==> config.mk <==
export PLATFORM = sky130hd
export DESIGN_NAME = atc_timer
export DESIGN_NICKNAME = d
export VERILOG_FILES = /design/src/atc_pkg.sv /design/src/atc_pin_sync.sv /design/src/atc_timer.sv
export SDC_FILE = /design/constraint.sdc
export NUM_CORES = 1
export LEC_CHECK = 0
export ABC_CLOCK_PERIOD_IN_PS = 2530
export BUFFER_PORTS_ARGS = -buffer_cell sky130_fd_sc_hd__buf_4
export CORE_ASPECT_RATIO = 1.25
export CORE_MARGIN = 1
export CORE_UTILIZATION = 30
export CTS_CLUSTER_DIAMETER = 200
export DETAILED_ROUTE_END_ITERATION = 8
export PLACE_DENSITY = 0.48
export SLEW_MARGIN = 20
export SYNTH_ARGS = -nofsm -noshare
export SYNTH_HDL_FRONTEND = slang
export SYNTH_SLANG_ARGS = --single-unit
==> constraint.sdc <==
create_clock -name CORE_CLK_IN -period 2.53 [get_ports CORE_CLK_IN]
set_input_delay 0.1265 -clock CORE_CLK_IN [delete_from_list [all_inputs] [get_ports CORE_CLK_IN]]
set_output_delay 0.1265 -clock CORE_CLK_IN [all_outputs]
set_load 0.1 [all_outputs]
==> src/atc_pkg.sv <==
package atc_pkg;
    // -------------------------------------------------------------------
    // special-function addresses
    // -------------------------------------------------------------------
    localparam logic [7:0] ADDR_CONTROL    = 8'hc8; // aux_timer_control
    localparam logic [7:0] ADDR_MODE       = 8'hc9; // aux_timer_mode
    localparam logic [7:0] ADDR_RELOAD_LOW = 8'hca; // capture_reload_low
    localparam logic [7:0] ADDR_RELOAD_HI  = 8'hcb; // capture_reload_high
    localparam logic [7:0] ADDR_COUNT_LOW  = 8'hcc; // count_low
    localparam logic [7:0] ADDR_COUNT_HI   = 8'hcd; // count_high

    // -------------------------------------------------------------------
    // control register field positions
    // -------------------------------------------------------------------
    localparam int BIT_OVF   = 7; // overflow_flag
    localparam int BIT_EXF   = 6; // external_event_flag
    localparam int BIT_RCLK  = 5; // rx_baud_source_sel
    localparam int BIT_TX_BAUD_SOURCE_SEL  = 4; // tx_baud_source_sel
    localparam int BIT_EXEN  = 3; // ext_trigger_enable
    localparam int BIT_RUN   = 2; // run_control
    localparam int BIT_CSRC  = 1; // count_source_sel
    localparam int BIT_CPRL  = 0; // capture_reload_sel
    localparam int BIT_UPDOWN_COUNT_ENABLE  = 0; // updown_count_enable in mode register

    // -------------------------------------------------------------------
    // reset values
    // -------------------------------------------------------------------
    localparam logic [7:0]  CONTROL_RESET = 8'h00;
    localparam logic [15:0] WORD_RESET    = 16'h0000;
    localparam logic [15:0] WORD_ALL_ONES = 16'hffff;
    localparam logic [7:0]  BYTE_ZERO     = 8'h00;

    // -------------------------------------------------------------------
    // timing: core clocks per machine cycle
    // -------------------------------------------------------------------
    localparam int          MACHINE_CYCLE_CLKS = 12;
    localparam logic [3:0]  PRESCALE_LAST      = 4'(MACHINE_CYCLE_CLKS - 1);
    localparam logic [3:0]  PRESCALE_ZERO      = 4'h0;

    // serial port modes that take their baud clock from a timer
    localparam logic [1:0]  SERIAL_MODE_1 = 2'h1;
    localparam logic [1:0]  SERIAL_MODE_3 = 2'h3;
endpackage : atc_pkg

==> src/atc_pin_sync.sv <==
`timescale 1ns/1ns
// three-stage pin synchroniser with a falling-edge pulse
module atc_pin_sync
(
    // clock and reset
    input  wire logic clk_in,
    input  wire logic srst_in,
    // pin and result
    input  wire logic pin_in,
    output logic      fall_out
);
    logic s1_reg;    // first stage, read only by s2
    logic s2_reg;    // second stage
    logic s3_reg;    // third stage
    logic level_reg; // accepted pin level

    // -------------------------------------------------------------------
    // synchroniser chain
    // -------------------------------------------------------------------
    always_ff @(posedge clk_in)
    begin
        if (srst_in)
        begin
            s1_reg <= 1'b1;
            s2_reg <= 1'b1;
            s3_reg <= 1'b1;
        end
        else
        begin
            s1_reg <= pin_in;
            s2_reg <= s1_reg;
            s3_reg <= s2_reg;
        end
    end

    // -------------------------------------------------------------------
    // accept a change once stages two and three agree
    // -------------------------------------------------------------------
    always_ff @(posedge clk_in)
    begin
        if (srst_in)
        begin
            level_reg <= 1'b1;
            fall_out  <= 1'b0;
        end
        else
        begin
            if (s2_reg == s3_reg)
                level_reg <= s2_reg;
            // one pulse per accepted high-to-low change
            fall_out <= (s2_reg == s3_reg) && !s2_reg && level_reg;
        end
    end
endmodule : atc_pin_sync

==> src/atc_timer.sv <==
`timescale 1ns/1ns
module atc_timer
(
    // clock and reset
    input  wire logic       CORE_CLK_IN,
    input  wire logic       SRST_IN,
    // special-function register access
    input  wire logic [7:0] SFR_ADDR_IN,
    input  wire logic       SFR_WR_IN,
    input  wire logic       SFR_RD_IN,
    input  wire logic [7:0] SFR_WDATA_IN,
    output logic      [7:0] SFR_RDATA_OUT,
    // pins
    input  wire logic       COUNT_PIN_IN,
    input  wire logic       EXT_TRIGGER_PIN_IN,
    // interrupt
    input  wire logic       TIMER_INT_EN_IN,
    output logic            TIMER_IRQ_OUT,
    // serial port
    input  wire logic [1:0] SERIAL_MODE_IN,
    input  wire logic       TIMER1_OVF_IN,
    output logic            RX_BAUD_TICK_OUT,
    output logic            TX_BAUD_TICK_OUT
);
    logic [7:0]  control_reg;  // aux_timer_control
    logic        updown_count_enable_reg;     // updown_count_enable
    logic [15:0] reload_reg;   // capture_reload pair
    logic [15:0] count_reg;    // count pair
    logic [3:0]  prescale_reg; // machine cycle divider
    logic        count_fall;   // synchronised count pin fall
    logic        trig_fall;    // synchronised trigger pin fall
    logic        baud_use;     // timer drives serial clock
    logic        tick;         // one counting step
    logic        overflow;     // roll from all ones
    logic        trig_event;   // accepted trigger edge
    logic        do_capture;
    logic        do_reload;
    logic        wr_ctrl;
    logic        wr_mode;
    logic        wr_rl_lo;
    logic        wr_rl_hi;
    logic        wr_cnt_lo;
    logic        wr_cnt_hi;
    logic        timer_mode;   // serial mode uses timer baud

    // -------------------------------------------------------------------
    // pin synchronisers
    // -------------------------------------------------------------------
    atc_pin_sync u_count_sync
    (
        .clk_in   (CORE_CLK_IN),
        .srst_in  (SRST_IN),
        .pin_in   (COUNT_PIN_IN),
        .fall_out (count_fall)
    );

    atc_pin_sync u_trig_sync
    (
        .clk_in   (CORE_CLK_IN),
        .srst_in  (SRST_IN),
        .pin_in   (EXT_TRIGGER_PIN_IN),
        .fall_out (trig_fall)
    );

    // -------------------------------------------------------------------
    // decode and event logic
    // -------------------------------------------------------------------
    always_comb
    begin
        wr_ctrl   = SFR_WR_IN && (SFR_ADDR_IN == atc_pkg::ADDR_CONTROL);
        wr_mode   = SFR_WR_IN && (SFR_ADDR_IN == atc_pkg::ADDR_MODE);
        wr_rl_lo  = SFR_WR_IN && (SFR_ADDR_IN == atc_pkg::ADDR_RELOAD_LOW);
        wr_rl_hi  = SFR_WR_IN && (SFR_ADDR_IN == atc_pkg::ADDR_RELOAD_HI);
        wr_cnt_lo = SFR_WR_IN && (SFR_ADDR_IN == atc_pkg::ADDR_COUNT_LOW);
        wr_cnt_hi = SFR_WR_IN && (SFR_ADDR_IN == atc_pkg::ADDR_COUNT_HI);
        baud_use  = control_reg[atc_pkg::BIT_RCLK] || control_reg[atc_pkg::BIT_TX_BAUD_SOURCE_SEL];
        // timer: machine cycles; counter: pin falls
        tick      = control_reg[atc_pkg::BIT_RUN]
                    && (control_reg[atc_pkg::BIT_CSRC] ? count_fall
                        : (prescale_reg == atc_pkg::PRESCALE_LAST));
        overflow  = tick && (count_reg == atc_pkg::WORD_ALL_ONES);
        // trigger only with enable set and not in baud use
        trig_event = trig_fall && control_reg[atc_pkg::BIT_EXEN] && !baud_use;
        do_capture = trig_event && control_reg[atc_pkg::BIT_CPRL];
        // reload on overflow unless capture mode; baud use forces it
        do_reload  = (overflow && (!control_reg[atc_pkg::BIT_CPRL] || baud_use))
                     || (trig_event && !control_reg[atc_pkg::BIT_CPRL]);
        timer_mode = (SERIAL_MODE_IN == atc_pkg::SERIAL_MODE_1)
                     || (SERIAL_MODE_IN == atc_pkg::SERIAL_MODE_3);
    end

    // -------------------------------------------------------------------
    // machine cycle prescaler
    // -------------------------------------------------------------------
    always_ff @(posedge CORE_CLK_IN)
    begin
        if (SRST_IN)
            prescale_reg <= atc_pkg::PRESCALE_ZERO;
        else if (prescale_reg == atc_pkg::PRESCALE_LAST)
            prescale_reg <= atc_pkg::PRESCALE_ZERO;
        else
            prescale_reg <= prescale_reg + 4'h1;
    end

    // -------------------------------------------------------------------
    // control register, flags set over software clear
    // -------------------------------------------------------------------
    always_ff @(posedge CORE_CLK_IN)
    begin
        if (SRST_IN)
            control_reg <= atc_pkg::CONTROL_RESET;
        else
        begin
            if (wr_ctrl)
                control_reg <= SFR_WDATA_IN;
            // flag set wins over a same-cycle clear
            if (overflow && !baud_use)
                control_reg[atc_pkg::BIT_OVF] <= 1'b1;
            if (trig_event)
                control_reg[atc_pkg::BIT_EXF] <= 1'b1;
        end
    end

    // -------------------------------------------------------------------
    // mode register: up/down enable
    // -------------------------------------------------------------------
    always_ff @(posedge CORE_CLK_IN)
    begin
        if (SRST_IN)
            updown_count_enable_reg <= 1'b0;
        else if (wr_mode)
            updown_count_enable_reg <= SFR_WDATA_IN[atc_pkg::BIT_UPDOWN_COUNT_ENABLE];
    end

    // -------------------------------------------------------------------
    // capture/reload pair
    // -------------------------------------------------------------------
    always_ff @(posedge CORE_CLK_IN)
    begin
        if (SRST_IN)
            reload_reg <= atc_pkg::WORD_RESET;
        else if (do_capture)
            reload_reg <= count_reg;
        else
        begin
            if (wr_rl_lo)
                reload_reg[7:0] <= SFR_WDATA_IN;
            if (wr_rl_hi)
                reload_reg[15:8] <= SFR_WDATA_IN;
        end
    end

    // -------------------------------------------------------------------
    // counter: software write wins, then reload, then step
    // -------------------------------------------------------------------
    always_ff @(posedge CORE_CLK_IN)
    begin
        if (SRST_IN)
            count_reg <= atc_pkg::WORD_RESET;
        else if (wr_cnt_lo || wr_cnt_hi)
        begin
            if (wr_cnt_lo)
                count_reg[7:0] <= SFR_WDATA_IN;
            if (wr_cnt_hi)
                count_reg[15:8] <= SFR_WDATA_IN;
        end
        else if (do_reload)
            count_reg <= reload_reg;
        else if (tick)
            count_reg <= count_reg + 16'h0001;
    end

    // -------------------------------------------------------------------
    // registered read data
    // -------------------------------------------------------------------
    always_ff @(posedge CORE_CLK_IN)
    begin
        if (SRST_IN)
            SFR_RDATA_OUT <= atc_pkg::BYTE_ZERO;
        else if (SFR_RD_IN)
        begin
            unique case (SFR_ADDR_IN)
                atc_pkg::ADDR_CONTROL:    SFR_RDATA_OUT <= control_reg;
                atc_pkg::ADDR_MODE:       SFR_RDATA_OUT <= {7'h00, updown_count_enable_reg};
                atc_pkg::ADDR_RELOAD_LOW: SFR_RDATA_OUT <= reload_reg[7:0];
                atc_pkg::ADDR_RELOAD_HI:  SFR_RDATA_OUT <= reload_reg[15:8];
                atc_pkg::ADDR_COUNT_LOW:  SFR_RDATA_OUT <= count_reg[7:0];
                atc_pkg::ADDR_COUNT_HI:   SFR_RDATA_OUT <= count_reg[15:8];
                default:                  SFR_RDATA_OUT <= atc_pkg::BYTE_ZERO;
            endcase
        end
    end

    // -------------------------------------------------------------------
    // interrupt request and baud clock selection
    // -------------------------------------------------------------------
    always_ff @(posedge CORE_CLK_IN)
    begin
        if (SRST_IN)
        begin
            TIMER_IRQ_OUT    <= 1'b0;
            RX_BAUD_TICK_OUT <= 1'b0;
            TX_BAUD_TICK_OUT <= 1'b0;
        end
        else
        begin
            TIMER_IRQ_OUT <= TIMER_INT_EN_IN
                             && (control_reg[atc_pkg::BIT_OVF]
                                 || (control_reg[atc_pkg::BIT_EXF] && !updown_count_enable_reg));
            RX_BAUD_TICK_OUT <= timer_mode
                                && (control_reg[atc_pkg::BIT_RCLK] ? overflow
                                                                   : TIMER1_OVF_IN);
            TX_BAUD_TICK_OUT <= timer_mode
                                && (control_reg[atc_pkg::BIT_TX_BAUD_SOURCE_SEL] ? overflow
                                                                   : TIMER1_OVF_IN);
        end
    end
endmodule : atc_timer

==> impl_metrics.py, run 1 <==
metrics = {
    "timing": {
        "rsz0062_at_grt": "false",
        "max-slew-margin-rel_pct": 47.14,
        "tightest_slew_ps": 792.8,
        "fin_crit_sh_pct": 83.86,
        "hold_viol": 0,
        "fmax_mhz": 471.3,
        "fin_worst_skew_ps": 6.567,
        "final.setup.tns_ps": 0,
        "maxSlewViolCount": 0,
        "finalCriticalPeriod_ps": 2122,
        "setup_viol": 0,
        "hold-worst-slack_ps": 42.41,
    },
    "floorplanning": {
        "dieHeight_um": 123.6,
        "ios": 37,
        "fp.dieW_um": 99.31,
        "core_area_um2": 11560,
        "die-area_um2": 12280,
        "initial_core_util_pct": 30.71,
        "num_rows": 44,
    },
    "power": {
        "p_leak_nw": 1.497,
        "p_switching_uw": 563.2,
        "p_sw_share_pct": 24.15,
        "p_int_mw": 1.769,
        "ir_worst_vdd_uv": 362.0,
        "power_frac_seq_pct": 45.5,
        "comb_power_share_pct": 6.4,
        "pwr-share-clk_pct": 48.1,
        "total_power_mw": 2.333,
        "p_per_area_nw_per_um2": 562.2,
    },
    "yosys": {
        "ys_ff_latch": 66,
        "yosysTopAreaCell": "dfxtp_1",
        "synthAdderAreaFrac_pct": 1.409,
        "synth_edf_count": 0,
        "synth_nets": 427,
        "synth_top_family_by_area": "simple AND/OR/NAND/NOR gates",
        "syn_area_um2": 3551,
        "synthMuxAreaShare_pct": 7.646,
        "yosys.area.top_type_share_pct": 37.21,
        "synthTopCellsByArea": "dfxtp_1 37%, mux2i_1 7.3%, a311oi_1 4.2%",
        "yosysMostFrequentCell": "dfxtp_1",
        "synth_cells": 397,
        "synth_compound_area_share_pct": 21.39,
        "synthSimpleGateAreaFrac_pct": 23.04,
        "synth_xor_area_share_pct": 3.700,
        "synth_common_cells": "66 x dfxtp_1, 39 x nand2_1, 36 x nor2_1",
        "yosysWarnings": 0,
        "synth_cell_type_count": 54,
        "syn-mean-instance-area_um2": 8.944,
        "ys_async_sr_fraction_pct": 0,
        "synth-seq-area-share_pct": 37.21,
        "ys.flop_type": "dfxtp_1",
    },
    "route": {
        "dr.first_iter.drc_count": 221,
        "wl_per_cell_um": 19.15,
        "ant_nets": 0,
        "viasPerCell": 5.597,
        "wl_mm": 10.78,
        "vias": 3151,
        "drc": 0,
        "drt_first_pass_iters": 4,
    },
    "global_route": {
        "grt_pass1_wl_mm": 17.15,
        "grt_antenna_before_repair": 0,
        "grt_overflow": 0,
        "track_usage_pct": 18.67,
        "grt_pass1_vias": 3110,
        "grt_max_degree": 38,
    },
    "cts": {
        "cts_setup_buffers": 0,
        "clock_sinks": 66,
        "root_buffer": "clkbuf_16",
        "tritoncts": "yes",
        "path_clk_slew_ps": 60,
        "cts_buffers": 9,
        "clkLatencyLatePin_ps": 340,
        "htreeDepth": 3,
        "cts_max_path_buffers": 2,
        "ctsHoldBuffers": 3,
        "cts_resized": 0,
    },
    "finish": {
        "layout.nets": 450,
        "drive_above_1_share_pct": 19.06,
        "areaGrowthSynthToFinish_pct": 16.84,
        "n_antenna_cell": 0,
        "final_cells": 563,
        "design_area_um2": 4149,
    },
    "critical_path": {
        "r2r_slack_ps": 410,
        "critPathLaunchType": "flip-flop",
        "worst-setup-path-type": "flip-flop to flip-flop",
        "r2r_start": "count_reg[0]",
        "end_kind": "flip-flop",
        "endpoint": "count_reg[11]",
        "cp.required_ps": 2740,
        "r2r_end": "count_reg[11]",
        "reg2reg_depth": 7,
        "cp.arrival_ps": 2330,
        "cp_max_fo": 15,
        "critPathLaunch": "count_reg[0]",
    },
    "run_status": {
        "outcome": "finished clean",
    },
    "place": {
        "port_buffers": 35,
        "dp.cells": 544,
        "dpl_cell_area_um2": 3855,
        "hpwl_mm": 7.639,
        "place_congestion": 0.8356,
    },
    "hold_path": {
        "hold_class": "primary input to flip-flop",
        "min_from": "TIMER1_OVF_IN",
    },
    "run": {
        "max_cap_violations": 0,
    },
}
metrics by stage:
stage	util, %	setup slack [ps]
2_1_floorplan	-	761.4
3_3_place_gp	33.31	233.5
3_5_place_dp	33.34	479.2
4_1_cts	35.89	452.4
5_1_grt	35.89	309.9
6_report	35.89	408.3
cell type report:
cell class	count	area, µm²
clock buffers	11	232.7
clock inverters	5	31.28
fillers	1204	7412
inverters	9	33.78
multi-input cells	292	2034
flip-flops and latches	66	1321
well taps	138	172.7
repair buffers	42	322.8
power by group through the flow:
stage | Clock, mW | Combinational [mW] | Sequential, mW
2_1_floorplan | 0 | 0.0640 | 1.10
3_3_place_gp | 0 | 0.145 | 1.08
3_5_place_dp | 0 | 0.146 | 1.08
4_1_cts | 1.15 | 0.150 | 1.06
5_1_grt | 1.19 | 0.159 | 1.06
6_report | 1.12 | 0.148 | 1.06
worst min path at each step:
stage               slack (ps)             endpoint  depth (start not counted)
floorplan                  220     SFR_RDATA_OUT[0]                          1
global placement           320   u_trig_sync.s1_reg                          2
detailed placement         320  u_count_sync.s1_reg                          2
CTS                         40     RX_BAUD_TICK_OUT                          3
global route                50     TX_BAUD_TICK_OUT                          3
finish                      40     RX_BAUD_TICK_OUT                          3
per-layer routing:
metal / part of all wire, % / up-vias / track usage, %
li1: - / 1527 / -
met1: 42 / 1539 / 21.94
met2: 50 / 69 / 32.55
met3: 4.7 / 16 / 2.581
met4: 3.1 / 0 / 11.03
met5: 0 / - / 0
worst max-delay path, cell delays in order, from the launching register on:
cell,delay [ps]
dfxtp_1,540
ha_1,340
nand3_1,180
nor2_4,210
a41oi_4,150
buf_4,230
nor3_1,240
a211oi_2,80
cell families (layout without fill, tap and decap cells):
| family | count (synthesis) | after routing |
|---|---|---|
| buf+inv | 39 | 67 |
| compound gates | 95 | 95 |
| fa+ha+maj | 4 | 4 |
| xor+xnor | 15 | 15 |
| simple gates | 151 | 151 |
| mux | 27 | 27 |
| flops | 66 | 66 |
placed cells by master, fill, tap and decap left out, types with 12 or more instances in the layout:
cell       n
nor3_1    18
a311oi_1  17
o21ai_1   15
nand3_1   14
dfxtp_1   66
mux2i_1   26
a21oi_1   12
buf_4     39
nor2_1    36
o221ai_1  16
nand2_1   39
Note: power is estimated with default switching activity, not from simulation.
==> run 2, diff against run 1 <==
--- a/config.mk
+++ b/config.mk
@@ -5,14 +5,14 @@
 export SDC_FILE = /design/constraint.sdc
 export NUM_CORES = 1
 export LEC_CHECK = 0
-export ABC_CLOCK_PERIOD_IN_PS = 2530
+export ABC_CLOCK_PERIOD_IN_PS = 1850
 export BUFFER_PORTS_ARGS = -buffer_cell sky130_fd_sc_hd__buf_4
 export CORE_ASPECT_RATIO = 1.25
 export CORE_MARGIN = 1
 export CORE_UTILIZATION = 30
 export CTS_CLUSTER_DIAMETER = 200
 export DETAILED_ROUTE_END_ITERATION = 8
-export PLACE_DENSITY = 0.48
+export PLACE_DENSITY = 0.5
 export SLEW_MARGIN = 20
 export SYNTH_ARGS = -nofsm -noshare
 export SYNTH_HDL_FRONTEND = slang
==> constraint.sdc (replaced) <==
create_clock -name CORE_CLK_IN -period 1.85 [get_ports CORE_CLK_IN]
set_input_delay 0.0925 -clock CORE_CLK_IN [delete_from_list [all_inputs] [get_ports CORE_CLK_IN]]
set_output_delay 0.0925 -clock CORE_CLK_IN [all_outputs]
set_load 0.1 [all_outputs]
==> run 2 against run 1 <==
Net effect: via count rose by 4.1%; maximum frequency rose by 21%; combinational power rose by 50%; count of clock-buffer cells in the layout fell by 1; cell count rose by 5.9%; power rose by 50%; setup slack got worse by 310 ps; critical path type unchanged.
==> impl_metrics.py, run 2 (synthesized netlist as in run 1, its figures left out) <==
metrics = {
    "critical_path": {
        "cp_slowest_stage_delay_ps": 390,
        "critPathTopFamily": "compound AO/OA/AOI/OAI gates",
        "end_kind": "flip-flop",
        "cp_max_fo": 8,
        "critPathLaunchType": "flip-flop",
        "cp.arrival_ps": 2010,
        "cp_cell_sequence": "ha_4, nand4bb_4, a21boi_4, o31a_1, buf_4, o221ai_1, a211oi_2",
        "cp_slowest_cell": "dfxtp_1",
        "cp.required_ps": 2110,
        "worst-setup-path-type": "flip-flop to flip-flop",
        "worst-path-buf-inv": 1,
    },
    "route": {
        "wl_per_cell_um": 18.46,
        "vias": 3279,
        "dr.first_iter.drc_count": 180,
        "drt_first_pass_iters": 5,
        "wl_mm": 11.00,
        "viasPerCell": 5.502,
        "ant_nets": 0,
        "drc": 0,
    },
    "timing": {
        "final.setup.tns_ps": 0,
        "hold_viol": 0,
        "max-slew-margin-rel_pct": 66.23,
        "hold-worst-slack_ps": 1.001,
        "finalCriticalPeriod_ps": 1755,
        "fmax_mhz": 569.8,
        "fin_worst_skew_ps": 6.499,
        "fin_crit_sh_pct": 94.86,
        "setup_viol": 0,
        "maxSlewViolCount": 0,
        "tightest_slew_ps": 506.5,
    },
    "place": {
        "dp.cells": 577,
        "dpl_cell_area_um2": 4099,
        "place_congestion": 0.8268,
        "hpwl_mm": 7.951,
        "port_buffers": 35,
    },
    "global_route": {
        "track_usage_pct": 18.98,
        "grt_pass1_wl_mm": 17.20,
        "grt_antenna_before_repair": 0,
        "grt_pass1_vias": 3177,
        "grt_max_degree": 33,
        "grt_overflow": 0,
    },
    "finish": {
        "regArea_um2": 1321,
        "design_area_um2": 4501,
        "final_cells": 596,
        "drive_above_1_share_pct": 25.98,
        "multiInputGateArea_um2": 2083,
        "layout.nets": 483,
        "final_cell_mix": "72 x buf_4, 66 x dfxtp_1, 39 x nand2_1, 36 x nor2_1, 26 x mux2i_1",
        "fillCellCount": 1208,
        "final_common_cell": "buf_4",
        "n_antenna_cell": 0,
        "areaGrowthSynthToFinish_pct": 26.74,
    },
    "power": {
        "ir_worst_vdd_uv": 432.1,
        "p_leak_nw": 1.701,
        "p_per_area_nw_per_um2": 777.8,
        "total_power_mw": 3.501,
    },
    "floorplanning": {
        "ios": 37,
        "die-area_um2": 12280,
        "core_area_um2": 11560,
        "initial_core_util_pct": 30.71,
        "num_rows": 44,
        "fp.dieW_um": 99.31,
        "dieHeight_um": 123.6,
    },
    "hold_path": {
        "hold_class": "primary input to flip-flop",
    },
    "cts": {
        "path_clk_slew_ps": 50,
        "cts_max_path_buffers": 2,
        "clkLatencyLatePin_ps": 340,
        "tritoncts": "yes",
        "cts_buffers": 9,
        "clock_sinks": 66,
        "root_buffer": "clkbuf_16",
        "htreeDepth": 3,
    },
    "run_status": {
        "outcome": "finished clean",
    },
    "run": {
        "max_cap_violations": 0,
    },
}
run 2: final timing paths:
kind,from,to,slack (ps),depth (start not counted)
worst max register to register,prescale_reg[0],count_reg[13],100,7
worst min-delay path,SRST_IN,SFR_RDATA_OUT[0],1,2
worst min register to register,u_trig_sync.s1_reg,u_trig_sync.s2_reg,410,1
worst max-delay path,prescale_reg[0],count_reg[13],100,7
run 2: stage by stage:
step                      util, %  setup WS [ps]
after floorplan                 -          81.36
after global placement      35.45          94.97
after detailed placement    35.45          58.67
after CTS                   38.47          44.93
after global routing        38.93         -1.535
final                       38.93          95.04
run 2: cell type report:
cell class | instances | area share [%]
clock buffer | 10 | 5.088
clock inverter | 6 | 2.002
inverter | 9 | 0.7506
multi-input combinational | 292 | 46.29
sequential | 66 | 29.36
tap | 138 | 3.837
timing repair buffer | 75 | 12.68
run 2: repair_timing:
item                                   4_1_cts  5_1_grt
endpoints found under the hold margin        3        0
gates resized for setup                      0        7
hold buffers                                 3        0
buffers inserted                             0        0
setup endpoints to repair                    0       15
run 2: where the power goes:
part	leakage (nW)	switching (mW)	internal [mW]	total (mW)
Sequential	0.534	0.0119	1.44	1.45
Clock	0.153	0.643	1.18	1.83
Combinational	1.01	0.131	0.0909	0.222
run 2: metal layers:
metal	track usage [%]	vias up	share of wire [%]
met5	0	-	0
met4	13.79	0	4.8
met3	2.301	31	5.0
met2	32.99	99	51
met1	21.60	1556	39
li1	-	1593	-
==> run 3, diff against run 2 <==
--- a/config.mk
+++ b/config.mk
@@ -7,11 +7,11 @@
 export LEC_CHECK = 0
 export ABC_CLOCK_PERIOD_IN_PS = 1850
 export BUFFER_PORTS_ARGS = -buffer_cell sky130_fd_sc_hd__buf_4
-export CORE_ASPECT_RATIO = 1.25
 export CORE_MARGIN = 1
 export CORE_UTILIZATION = 30
 export CTS_CLUSTER_DIAMETER = 200
 export DETAILED_ROUTE_END_ITERATION = 8
+export HOLD_SLACK_MARGIN = 0.02
 export PLACE_DENSITY = 0.5
 export SLEW_MARGIN = 20
 export SYNTH_ARGS = -nofsm -noshare
==> run 3 against run 2 <==
Net effect: sequential cell count unchanged; largest cell class unchanged; setup slack gained 21 ps; highest routed layer unchanged; first-iteration DRC count grew 39%.
==> impl_metrics.py, run 3 (synthesized netlist as in run 1, its figures left out) <==
metrics = {
    "power": {
        "total_power_mw": 3.543,
        "ir_worst_vdd_uv": 514.8,
        "p_per_area_nw_per_um2": 786.6,
        "p_leak_nw": 1.711,
    },
    "critical_path": {
        "cp_slowest_stage_delay_ps": 330,
        "r2r_slack_ps": 120,
        "cp_num_cells": 6,
        "cp_cell_sequence": "ha_1, nand4bb_1, a21boi_4, o31a_2, o221ai_1, a311oi_1",
        "cp_max_fo": 8,
        "r2r_start": "prescale_reg[0]",
        "end_kind": "flip-flop",
        "worst-path-buf-inv": 0,
        "cp_slowest_cell": "dfxtp_2",
        "critPathLaunchType": "flip-flop",
        "critPathTopFamily": "compound AO/OA/AOI/OAI gates",
        "cp.arrival_ps": 1980,
        "cp.required_ps": 2100,
        "worst-setup-path-type": "flip-flop to flip-flop",
        "reg2reg_depth": 6,
        "r2r_end": "count_reg[0]",
    },
    "route": {
        "ant_nets": 0,
        "drt_first_pass_iters": 5,
        "vias": 3353,
        "dr.first_iter.drc_count": 251,
        "drc": 0,
        "wl_mm": 11.25,
        "viasPerCell": 5.570,
        "wl_per_cell_um": 18.69,
    },
    "timing": {
        "fin_worst_skew_ps": 5.326,
        "max-slew-margin-rel_pct": 63.73,
        "rsz0062_at_grt": "true",
        "tightest_slew_ps": 543.4,
        "fin_crit_sh_pct": 93.70,
        "fmax_mhz": 576.9,
        "setup_viol": 0,
        "maxSlewViolCount": 0,
        "hold-worst-slack_ps": 35.75,
        "finalCriticalPeriod_ps": 1733,
        "hold_viol": 0,
    },
    "finish": {
        "multiInputGateArea_um2": 2036,
        "drive_above_1_share_pct": 25.27,
        "areaGrowthSynthToFinish_pct": 26.85,
        "fillCellCount": 1174,
        "final_cell_mix": "68 x buf_4, 64 x dfxtp_1, 39 x nand2_1, 36 x nor2_1, 26 x mux2i_1",
        "regArea_um2": 1324,
        "layout.nets": 484,
        "final_common_cell": "buf_4",
        "n_antenna_cell": 0,
    },
    "global_route": {
        "grt_pass1_wl_mm": 18.29,
        "grt_antenna_before_repair": 0,
        "grt_pass1_vias": 3385,
        "grt_overflow": 0,
        "grt_max_degree": 37,
        "track_usage_pct": 19.38,
    },
    "floorplanning": {
        "ios": 37,
        "dieHeight_um": 110.8,
        "fp.dieW_um": 110.8,
        "num_rows": 39,
        "initial_core_util_pct": 30.97,
        "core_area_um2": 11470,
        "die-area_um2": 12280,
    },
    "place": {
        "port_buffers": 35,
        "hpwl_mm": 7.788,
        "place_congestion": 0.8515,
    },
    "cts": {
        "clkLatencyLatePin_ps": 340,
        "tritoncts": "yes",
        "htreeDepth": 3,
        "cts_setup_buffers": 0,
        "clock_sinks": 66,
        "cts_buffers": 9,
        "path_clk_slew_ps": 50,
        "root_buffer": "clkbuf_16",
        "cts_max_path_buffers": 2,
    },
    "run": {
        "max_cap_violations": 0,
    },
    "hold_path": {
        "hold_class": "primary input to flip-flop",
        "min_from": "TIMER_INT_EN_IN",
        "hold_path_depth": 2,
        "whs_endpoint": "TIMER_IRQ_OUT",
    },
    "run_status": {
        "outcome": "finished clean",
    },
}
==> run 3: changes by cell type in the layout (fill, tap and decap cells not counted), sizes merged <==
cell / change
inv: -1
clkbuf: +1
buf: -1
dlygate4sd3: +2
==> run 3: timing repair <==
action                                  4_1_cts  5_1_grt
gates resized for setup                       0        4
endpoints found under the setup margin        0       13
hold buffers                                  5        0
hold endpoints to repair                      5        0
==> run 3: worst max-delay path by stage <==
stage,start,to,slack (ps)
5_1_grt,prescale_reg[0],count_reg[0],-30
4_1_cts,prescale_reg[0],count_reg[0],70
3_3_place_gp,prescale_reg[0],count_reg[0],120
2_1_floorplan,prescale_reg[0],count_reg[6],80
6_report,prescale_reg[0],count_reg[0],120
3_5_place_dp,SFR_ADDR_IN[4],reload_reg[6],80
==> run 3: per-stage QoR <==
step / utilization [%] / worst slack, ps / TNS [ps] / cell area (µm²) / instances
CTS: 39.18 / 74.35 / 0 / 4493 / 602
global route: 39.28 / -25.54 / -53.52 / 4504 / 602
finish: 39.28 / 116.5 / 0 / 4504 / 602
floorplan: - / 81.36 / 0 / 3551 / 397
detailed placement: 35.95 / 76.76 / 0 / 4123 / 581
global placement: 35.95 / 116.2 / 0 / 4123 / 581
==> run 3: cell type report <==
class / count / share of cell area, %
clock inverter: 5 / 1.722
sequential: 66 / 29.39
clock buffer: 11 / 5.389
multi-input combinational: 292 / 45.19
inverter: 9 / 0.7500
tap: 143 / 3.972
timing repair buffer: 76 / 13.58
==> run 3: power by group <==
group / switching [mW] / internal [mW]
logic: 0.135 / 0.0900
registers: 0.00964 / 1.44
clock network: 0.656 / 1.21
==> run 3: worst reg2reg max path: stages, from the launching register on <==
cell	delay, ps
dfxtp_2	330
ha_1	160
nand4bb_1	170
a21boi_4	260
o31a_2	320
o221ai_1	140
a311oi_1	260
==> run 3: per-layer routing <==
layer / track usage [%] / wire, µm
met2: 29.65 / 5045
met4: 9.689 / 385
met5: 0 / 0
met1: 25.02 / 5074
met3: 5.249 / 745
